==> src/common/port_match_pkg.sv <==
package port_match_pkg;

    // register byte addresses on the special function register bus
    localparam logic [7:0] PIN_LATCH_ADDR      = 8'h90;
    localparam logic [7:0] EXPECTED_LEVEL_ADDR = 8'hed;
    localparam logic [7:0] COMPARE_ENABLE_ADDR = 8'hee;
    localparam logic [7:0] OUTPUT_DRIVE_ADDR   = 8'ha5;
    localparam logic [7:0] INPUT_TYPE_ADDR     = 8'hf2;

    // bit addresses of the latch start at its byte address
    localparam logic [7:0] PIN_LATCH_BIT_BASE  = 8'h90;
    localparam int         PIN_LATCH_BIT_SPAN  = 8;

    // values after reset
    localparam logic [7:0] PIN_LATCH_RESET      = 8'hff;
    localparam logic [7:0] EXPECTED_LEVEL_RESET = 8'hff;
    localparam logic [7:0] COMPARE_ENABLE_RESET = 8'h00;
    localparam logic [7:0] OUTPUT_DRIVE_RESET   = 8'h00;
    localparam logic [7:0] INPUT_TYPE_RESET     = 8'hff;

    // default number of bonded pins
    localparam int         PIN_COUNT_DEFAULT = 8;

    // byte access request
    typedef struct packed {
        logic       wr;
        logic       rd;
        logic [7:0] addr;
        logic [7:0] wdata;
    } sfr_req_t;

    // single bit access request
    typedef struct packed {
        logic       wr;
        logic       rd;
        logic [7:0] addr;
        logic       wdata;
    } bit_req_t;

endpackage : port_match_pkg

==> src/core/mismatch_compare.sv <==
`timescale 1ns/1ps

module mismatch_compare
    import port_match_pkg::*;
#(
    parameter int WIDTH = PIN_COUNT_DEFAULT
) (
    // levels and settings
    input  wire logic [WIDTH-1:0] i_level,
    input  wire logic [WIDTH-1:0] i_enable,
    input  wire logic [WIDTH-1:0] i_expected,
    // result
    output logic                  o_mismatch
);

    logic [WIDTH-1:0] diff;

    // per pin difference against the selected reference
    assign diff = i_level ^ i_expected;

    // masked pins never contribute; any enabled difference raises it
    assign o_mismatch = |(diff & i_enable);

endmodule : mismatch_compare

==> src/core/port_latch_match.sv <==
`timescale 1ns/1ps

// Notes on behaviour
// - masked pin never causes a mismatch
// - enabled pin compared with expected level bit
// - expected bit zero means low, one high
// - compare enables reset to zero
// - expected levels reset to one
// - latch write updates digital pins' output value
// - latch read returns live pin levels
// - latch zero drives low, one drives/floats high
// - latch allows bit and byte access
// - pin count parameter: eight, seven or four
// - drive select: zero open drain, one push-pull
// - analog pin: pullup, driver, receiver off
module port_latch_match
    import port_match_pkg::*;
#(
    parameter int PIN_COUNT = PIN_COUNT_DEFAULT
) (
    // clock and reset
    input  wire logic                 I_REF_CLK,
    input  wire logic                 I_ARST_N,
    // byte access port
    input  wire sfr_req_t             i_SFR_REQ,
    output logic [7:0]                o_SFR_RDATA,
    output logic                      o_SFR_RVALID,
    // bit access port
    input  wire bit_req_t             i_BIT_REQ,
    output logic                      o_BIT_RDATA,
    output logic                      o_BIT_RVALID,
    // port pins
    input  wire logic [PIN_COUNT-1:0] i_PIN_IN,
    output logic [PIN_COUNT-1:0]      o_PIN_OUT,
    output logic [PIN_COUNT-1:0]      o_PIN_OE,
    output logic [PIN_COUNT-1:0]      o_PULLUP_EN,
    // match event
    output logic                      o_MISMATCH
);

    logic [7:0]           pin_latch_reg;
    logic [7:0]           expected_level_reg;
    logic [7:0]           compare_enable_reg;
    logic [7:0]           output_drive_select_reg;
    logic [7:0]           input_type_select_reg;
    logic [7:0]           pin_level;
    logic [PIN_COUNT-1:0] rx_level;
    logic [PIN_COUNT-1:0] digital;
    logic                 bit_hit;
    logic [2:0]           bit_idx;
    logic                 mismatch_next;

    // receivers of analog pins read as low
    assign digital  = input_type_select_reg[PIN_COUNT-1:0];
    assign rx_level = i_PIN_IN & digital;

    // live pin levels, absent pins read zero
    always_comb begin
        pin_level = 8'h00;
        pin_level[PIN_COUNT-1:0] = rx_level;
    end

    // bit address decode for the latch
    assign bit_hit = (i_BIT_REQ.addr >= PIN_LATCH_BIT_BASE) &&
                     (i_BIT_REQ.addr <  PIN_LATCH_BIT_BASE +
                                        8'(PIN_LATCH_BIT_SPAN));
    assign bit_idx = 3'(i_BIT_REQ.addr - PIN_LATCH_BIT_BASE);

    // output latch, byte or single bit writes
    always_ff @(posedge I_REF_CLK or negedge I_ARST_N) begin
        if (!I_ARST_N) begin
            pin_latch_reg <= PIN_LATCH_RESET;
        end else if (i_SFR_REQ.wr &&
                     i_SFR_REQ.addr == PIN_LATCH_ADDR) begin
            pin_latch_reg <= i_SFR_REQ.wdata;
        end else if (i_BIT_REQ.wr && bit_hit) begin
            pin_latch_reg[bit_idx] <= i_BIT_REQ.wdata;
        end
    end

    // expected level register
    always_ff @(posedge I_REF_CLK or negedge I_ARST_N) begin
        if (!I_ARST_N) begin
            expected_level_reg <= EXPECTED_LEVEL_RESET;
        end else if (i_SFR_REQ.wr &&
                     i_SFR_REQ.addr == EXPECTED_LEVEL_ADDR) begin
            expected_level_reg <= i_SFR_REQ.wdata;
        end
    end

    // compare enable register
    always_ff @(posedge I_REF_CLK or negedge I_ARST_N) begin
        if (!I_ARST_N) begin
            compare_enable_reg <= COMPARE_ENABLE_RESET;
        end else if (i_SFR_REQ.wr &&
                     i_SFR_REQ.addr == COMPARE_ENABLE_ADDR) begin
            compare_enable_reg <= i_SFR_REQ.wdata;
        end
    end

    // output drive and input type registers
    always_ff @(posedge I_REF_CLK or negedge I_ARST_N) begin
        if (!I_ARST_N) begin
            output_drive_select_reg <= OUTPUT_DRIVE_RESET;
            input_type_select_reg   <= INPUT_TYPE_RESET;
        end else if (i_SFR_REQ.wr) begin
            if (i_SFR_REQ.addr == OUTPUT_DRIVE_ADDR) begin
                output_drive_select_reg <= i_SFR_REQ.wdata;
            end
            if (i_SFR_REQ.addr == INPUT_TYPE_ADDR) begin
                input_type_select_reg <= i_SFR_REQ.wdata;
            end
        end
    end

    // byte read, answered one cycle after the strobe
    always_ff @(posedge I_REF_CLK or negedge I_ARST_N) begin
        if (!I_ARST_N) begin
            o_SFR_RDATA  <= 8'h00;
            o_SFR_RVALID <= 1'b0;
        end else begin
            o_SFR_RVALID <= i_SFR_REQ.rd;
            if (i_SFR_REQ.rd) begin
                case (i_SFR_REQ.addr)
                    PIN_LATCH_ADDR:      o_SFR_RDATA <= pin_level;
                    EXPECTED_LEVEL_ADDR: o_SFR_RDATA <= expected_level_reg;
                    COMPARE_ENABLE_ADDR: o_SFR_RDATA <= compare_enable_reg;
                    OUTPUT_DRIVE_ADDR:
                        o_SFR_RDATA <= output_drive_select_reg;
                    INPUT_TYPE_ADDR:     o_SFR_RDATA <= input_type_select_reg;
                    default:             o_SFR_RDATA <= 8'h00;
                endcase
            end
        end
    end

    // bit read of the latch returns the pin level
    always_ff @(posedge I_REF_CLK or negedge I_ARST_N) begin
        if (!I_ARST_N) begin
            o_BIT_RDATA  <= 1'b0;
            o_BIT_RVALID <= 1'b0;
        end else begin
            o_BIT_RVALID <= i_BIT_REQ.rd;
            if (i_BIT_REQ.rd) begin
                o_BIT_RDATA <= bit_hit ? pin_level[bit_idx]
                                       : 1'b0;
            end
        end
    end

    // per pin drive: low driven on digital pins, high only when push-pull
    generate
        for (genvar p = 0; p < PIN_COUNT; p++) begin : g_pin
            always_ff @(posedge I_REF_CLK or negedge I_ARST_N) begin
                if (!I_ARST_N) begin
                    o_PIN_OUT[p]   <= 1'b1;
                    o_PIN_OE[p]    <= 1'b0;
                    o_PULLUP_EN[p] <= 1'b1;
                end else begin
                    o_PIN_OUT[p] <= pin_latch_reg[p];
                    // analog pins lose driver and pullup
                    o_PIN_OE[p] <= input_type_select_reg[p] &&
                                   (!pin_latch_reg[p] ||
                                    output_drive_select_reg[p]);
                    o_PULLUP_EN[p] <= input_type_select_reg[p];
                end
            end
        end
    endgenerate

    // pattern comparator over the bonded pins
    mismatch_compare #(
        .WIDTH      (PIN_COUNT)
    ) u_compare (
        .i_level    (rx_level),
        .i_enable   (compare_enable_reg[PIN_COUNT-1:0]),
        .i_expected (expected_level_reg[PIN_COUNT-1:0]),
        .o_mismatch (mismatch_next)
    );

    // registered mismatch level
    always_ff @(posedge I_REF_CLK or negedge I_ARST_N) begin
        if (!I_ARST_N) begin
            o_MISMATCH <= 1'b0;
        end else begin
            o_MISMATCH <= mismatch_next;
        end
    end

endmodule : port_latch_match

==> config.mk <==
export PLATFORM = sky130hd
export DESIGN_NAME = port_latch_match
export DESIGN_NICKNAME = d
export VERILOG_FILES = /design/src/common/port_match_pkg.sv /design/src/core/mismatch_compare.sv /design/src/core/port_latch_match.sv
export SDC_FILE = /design/constraint.sdc
export NUM_CORES = 1
export LEC_CHECK = 0
export BUFFER_PORTS_ARGS = -buffer_cell sky130_fd_sc_hd__buf_4
export CORE_UTILIZATION = 35
export CTS_CLUSTER_DIAMETER = 80
export DETAILED_ROUTE_END_ITERATION = 10
export PLACE_DENSITY = 0.57
export SYNTH_ARGS = -nofsm -noshare
export SYNTH_HDL_FRONTEND = slang
export SYNTH_SLANG_ARGS = --single-unit
export TNS_END_PERCENT = 5
==> constraint.sdc <==
create_clock -name I_REF_CLK -period 1.3 [get_ports I_REF_CLK]
set_clock_uncertainty 0.2 [all_clocks]
set_input_delay 0.26 -clock I_REF_CLK [delete_from_list [all_inputs] [get_ports I_REF_CLK]]
set_output_delay 0.26 -clock I_REF_CLK [all_outputs]
set_load 0.02 [all_outputs]
# Yosys cells after proc, flatten, opt, wreduce, memory -nomap -nowiden
# Cells that the tools add are included.
word_totals:
  output_inout_bits: 36
  inputBits: 39
  ff_bits: 76
  wordCells: 90
op_classes:
  eq_ne: 5
  mux: 9
  bitwise: 3
  n_lt_le_gt_ge: 4
  n_reduce_logical: 34
  n_addsub: 1
op_table:
  columns: ["op", "count"]
  rows:
  - ["8-bit == test (second input constant)", 5]
  - ["8-bit one-hot mux with 5 select lines", 1]
  - ["8-bit bitwise AND", 2]
  - ["8-bit 2-to-1 mux", 2]
  - ["1-bit logical AND", 14]
  - ["8-bit bitwise mux", 1]
  - ["8-bit greater-or-equal comparator (second input constant)", 1]
  - ["1-bit logical NOT", 8]
  - ["1-bit logical OR", 8]
  - ["8-bit < comparator (second input constant)", 1]
  - ["8-bit OR reduction", 1]
  - ["8-bit bitwise XOR", 1]
  - ["3-bit by 4-bit < comparator with 1-bit output (second input constant)", 1]
  - ["2-bit AND reduction", 2]
  - ["1-bit binary-select mux with 3-bit select", 1]
  - ["1-bit demux with 3-bit select", 1]
  - ["3-bit by 1-bit greater-or-equal comparator with 1-bit output (second input constant)", 1]
  - ["1-bit 2-to-1 mux", 3]
  - ["3-bit by 1-bit subtractor with 3-bit output (second input constant)", 1]
  - ["2-bit nonzero test", 1]

# Longest topological paths before layout
depth:
  ltp_word: 8
  depth_mapped: 6

# Cells and area by module
# A second synthesis with hierarchy kept.
unflattened:
  cells_unflattened: 301
  hier_area_um2: 3530.9
by_module_without_submodules:
  columns: ["mod", "seq_area_each_um2", "area_each_um2", "n_inst", "cells_per_inst"]
  rows:
  - ["port_latch_match", 1951.9, 3424.5, 1, 288]
  - ["mismatch_compare", 0.0, 106.4, 1, 13]

# Worst setup path before layout
# Ideal clock, no wire load.
synth_path:
  path_kind: "input to register"
  startpoint: "in i_SFR_REQ[12] (netlist bit)"
  endpoint: "reg compare_enable_reg[0]"
  arrival_ns: 1.634
  path_buffers: 1
  slack_ns: -0.659
  t_required_ns: 0.975
  path_stages: 5
  cell_sequence: "nand3b_2 > or3_1 > buf_6 > nor3_4 > mux2_2"
synth_via:
  elab_chain_len: 2
synth_rtl:
  columns: ["element", "line", "source"]
  rows:
  - ["from (decl)", "port_latch_match.sv:25", "input wire sfr_req_t i_SFR_REQ,"]
  - ["8-bit == test", "port_latch_match.sv:96", "i_SFR_REQ.addr == COMPARE_ENABLE_ADDR) begin"]
  - ["1-bit logical AND", "port_latch_match.sv:95", "end else if (i_SFR_REQ.wr &&"]
  - ["to (signal assigned)", "port_latch_match.sv:97", "compare_enable_reg <= i_SFR_REQ.wdata;"]
  - ["to (decl)", "port_latch_match.sv:43", "logic [7:0] compare_enable_reg;"]
# No other way between the ends.
# A chain may end at the register's enable or synchronous reset.

# Final worst setup path
layout_path:
  startpoint: "in i_SFR_REQ[12] (netlist bit)"
  endpoint: "reg compare_enable_reg[2]"
# The elaborated chain is that of the path after synthesis.

==> summary.md <==
| Metric | Value |
|---|---|
| GRT Total Usage | `20.0%` |
| Synth Register Bits | `76` |
| Clock sink count | `76` |
| Mapped Cells | `260` |
| # rows | `35` |
| CP Max Fanout | `4` |
| Worst Setup End Kind | `flop` |
| WL/cell | `17.8 µm` |
| Clock root buffer | `clkbuf_8` |
| CTS tree | `built` |
| Layout Cells excl Fill | `535` |
| Slowest cell on the critical path | `or3_4` |
| Die Ht | `101 µm` |
| Synth area leader | `dfstp_2` |
| Crit-path cells | `buf_6 -> nand3b_4 -> or3_4 -> nor3_4 -> buf_4 -> mux2_2` |
| Synth async-reset ratio | `100%` |
| Ranking of synthesized cells by area | `dfstp_2, dfrtp_1, mux2_2, a22oi_1, a32o_1` |
| Worst Max-Slew Pin Slew | `400 ps` |
| Core Area | `9370 µm²` |
| Place WS | `-675 ps` |
| Port bufs | `74` |
| Fmax | `0.660 GHz` |
| Inst Count DP | `506` |
| Clock transition at path regs | `80 ps` |
| Synth-to-Final Area Change | `51.6%` |
| Most common cell after layout, fill and taps aside | `buf_4` |
| Die Width | `101 µm` |
| CTS max path bufs | `2` |
| Routed wire length | `9530 µm` |
| Commonest non-fill, non-tap cells in the layout | `buf_4, buf_6, dfstp_2` |
| RSZ-0062 raised after global routing | `true` |
| Fin crit period | `1510 ps` |
| Clk_lat worst skew | `350 ps` |
| Critical path arrival | `1550 ps` |
| Num ports | `75` |
| Slew Viols, Final | `0` |
| Yosys warnings | `0` |
| Synth cell types | `43` |
| Hold Crit Class | `input pin to asynchronous set/reset pin` |
| DRC | `0` |
| Largest net degree at the start of global routing | `28` |
| ANT nets after route | `0` |
| VDD IR max | `578 µV` |
| Static leakage | `2.37 nW` |
| Share of the synthesized area in the top cell type | `30.7%` |
| Worst setup SP type | `input pin` |
| Met3 wire len | `488 µm` |
| Number of global-route vias before repair | `2776` |
| Setup-failing EPs final | `83` |
| Layout cells sized above 1 | `62.6%` |
| Worst path setup slack after routing | `-214 ps` |
| Initial Utilization | `36.5%` |
| Crit path kind | `input pin to flop` |
| Metal2 WL | `4450 µm` |
| WP data required | `1340 ps` |
| Initial DRC Count | `136` |
| Sequential fraction of the synthesis area | `57.1%` |
| Max-Cap Viols | `0` |
| Final instance area | `5180 µm²` |
| Syn_nets | `299` |
| DR vias/cell | `5.08` |
| Endpoints failing hold | `0` |
| Final GP Congestion | `0.810` |
| Total CTS buffers | `9` |
| Power Dens Cells | `1070 nW/µm²` |
| Area of the die | `10200 µm²` |
| Antenna Cells | `0` |
| First-pass GRT wire length | `14900 µm` |
| Relative slew slack | `73.2%` |
| HPWL Detailed | `6760 µm` |
| H-tree depth | `3` |
| Failing checks | `negative setup slack` |
| GR Overflow Total | `0` |
| Post-DP Area | `4520 µm²` |
| Fin Hold WS | `119 ps` |
| First-pass iteration count of the detailed router | `4` |
| Final core occ | `55.3%` |
| Post-Syn Area | `3420 µm²` |
| Fill cells | `835` |
| Fin nets | `440` |
| Final worst-path cycle share | `116%` |
| Via Count | `2718` |
| Outcome | `finished, violations left` |
| Top FF cell, synth | `dfstp_2` |
| Top Layer Used | `met4` |
| Initial antenna violation count | `0` |
| Mean Syn Cell Area | `13.2 µm²` |
| Met1 Routed Length | `4420 µm` |
| CP max stage delay | `390 ps` |
| Post-synth EDFFs | `0` |
==> cell usage after synthesis, drive strengths merged, types with 2 or more instances <==
cell	number
a22oi	12
a21o	8
clkbuf	6
inv	10
nor4b	2
nor2b	4
nand3b	2
a21boi	8
nand2	14
nor2	3
a32o	8
o21ai	9
mux2	48
nand3	5
xnor2	8
nand4	2
dfstp	40
and3	2
buf	3
dfrtp	36
nor3	5
nor4	3
a21oi	3
o22a	8
==> critical path: cells and delay by family <==
family	cells	cell delay (ps)
mux	1	330
simple gates	3	710
buf+inv	2	250
==> power by group <==
| part | internal, W | leakage [nW] | switching (W) |
|---|---|---|---|
| Sequential | 0.00256 | 0.896 | 0.0000956 |
| Combinational | 0.000467 | 1.36 | 0.000399 |
| Clock | 0.00113 | 0.113 | 0.000880 |
==> layout make-up <==
| type | instances | area, µm² | area share (%) |
|---|---|---|---|
| Tap cell | 129 | 161 | 3.11 |
| Timing Repair Buffer | 139 | 1260 | 24.4 |
| Clock inverter | 5 | 75.1 | 1.45 |
| Inverter | 10 | 37.5 | 0.724 |
| Clock buffer | 11 | 141 | 2.73 |
| Multi-Input combinational cell | 165 | 1550 | 29.9 |
| Sequential cell | 76 | 1950 | 37.7 |
==> cells by family after synthesis <==
group           after synthesis  share of synthesized area [%]
mux                          48                           15.8
xor+xnor                      8                           2.05
flops                        76                           57.1
simple gates                 48                           9.18
compound gates               61                           13.5
buf+inv                      19                           2.34
==> metrics by stage <==
stage	power [W]	TNS, ps
after floorplan	0.00298	-17390
after global placement	0.00343	-26010
after detailed placement	0.00344	-26830
after CTS	0.00556	-8200
after global routing	0.00576	-11060
final	0.00553	-7550
==> worst paths after layout <==
kind                             startpoint                     to  slack [ps]  cells past startpoint
setup / recovery              i_SFR_REQ[12]  compare_enable_reg[2]        -210                      6
hold / removal                     I_ARST_N            o_PIN_OE[1]         120                      2
setup reg to reg                 digital[4]             o_MISMATCH        -170                      4
hold reg to reg            pin_latch_reg[1]           o_PIN_OUT[1]         180                      0
max in group asynchronous          I_ARST_N         o_PULLUP_EN[4]         280                      3
min in group I_REF_CLK         i_BIT_REQ[7]            o_BIT_RDATA         170                      4
==> metal layers <==
layer	track usage, %	vias up
li1	-	1250
met1	27.6	1365
met2	31.0	90
met3	4.65	13
met4	6.58	0
met5	0	-
==> what timing repair did <==
item | CTS | global route
endpoints found under the hold margin | 70 | 0
buffers inserted | 0 | 1
gates resized for setup | 75 | 9
setup endpoints to repair | 86 | 86
hold buffers | 12 | 0
pin swaps | 7 | 11
Note: power is estimated with default switching activity, not from simulation.
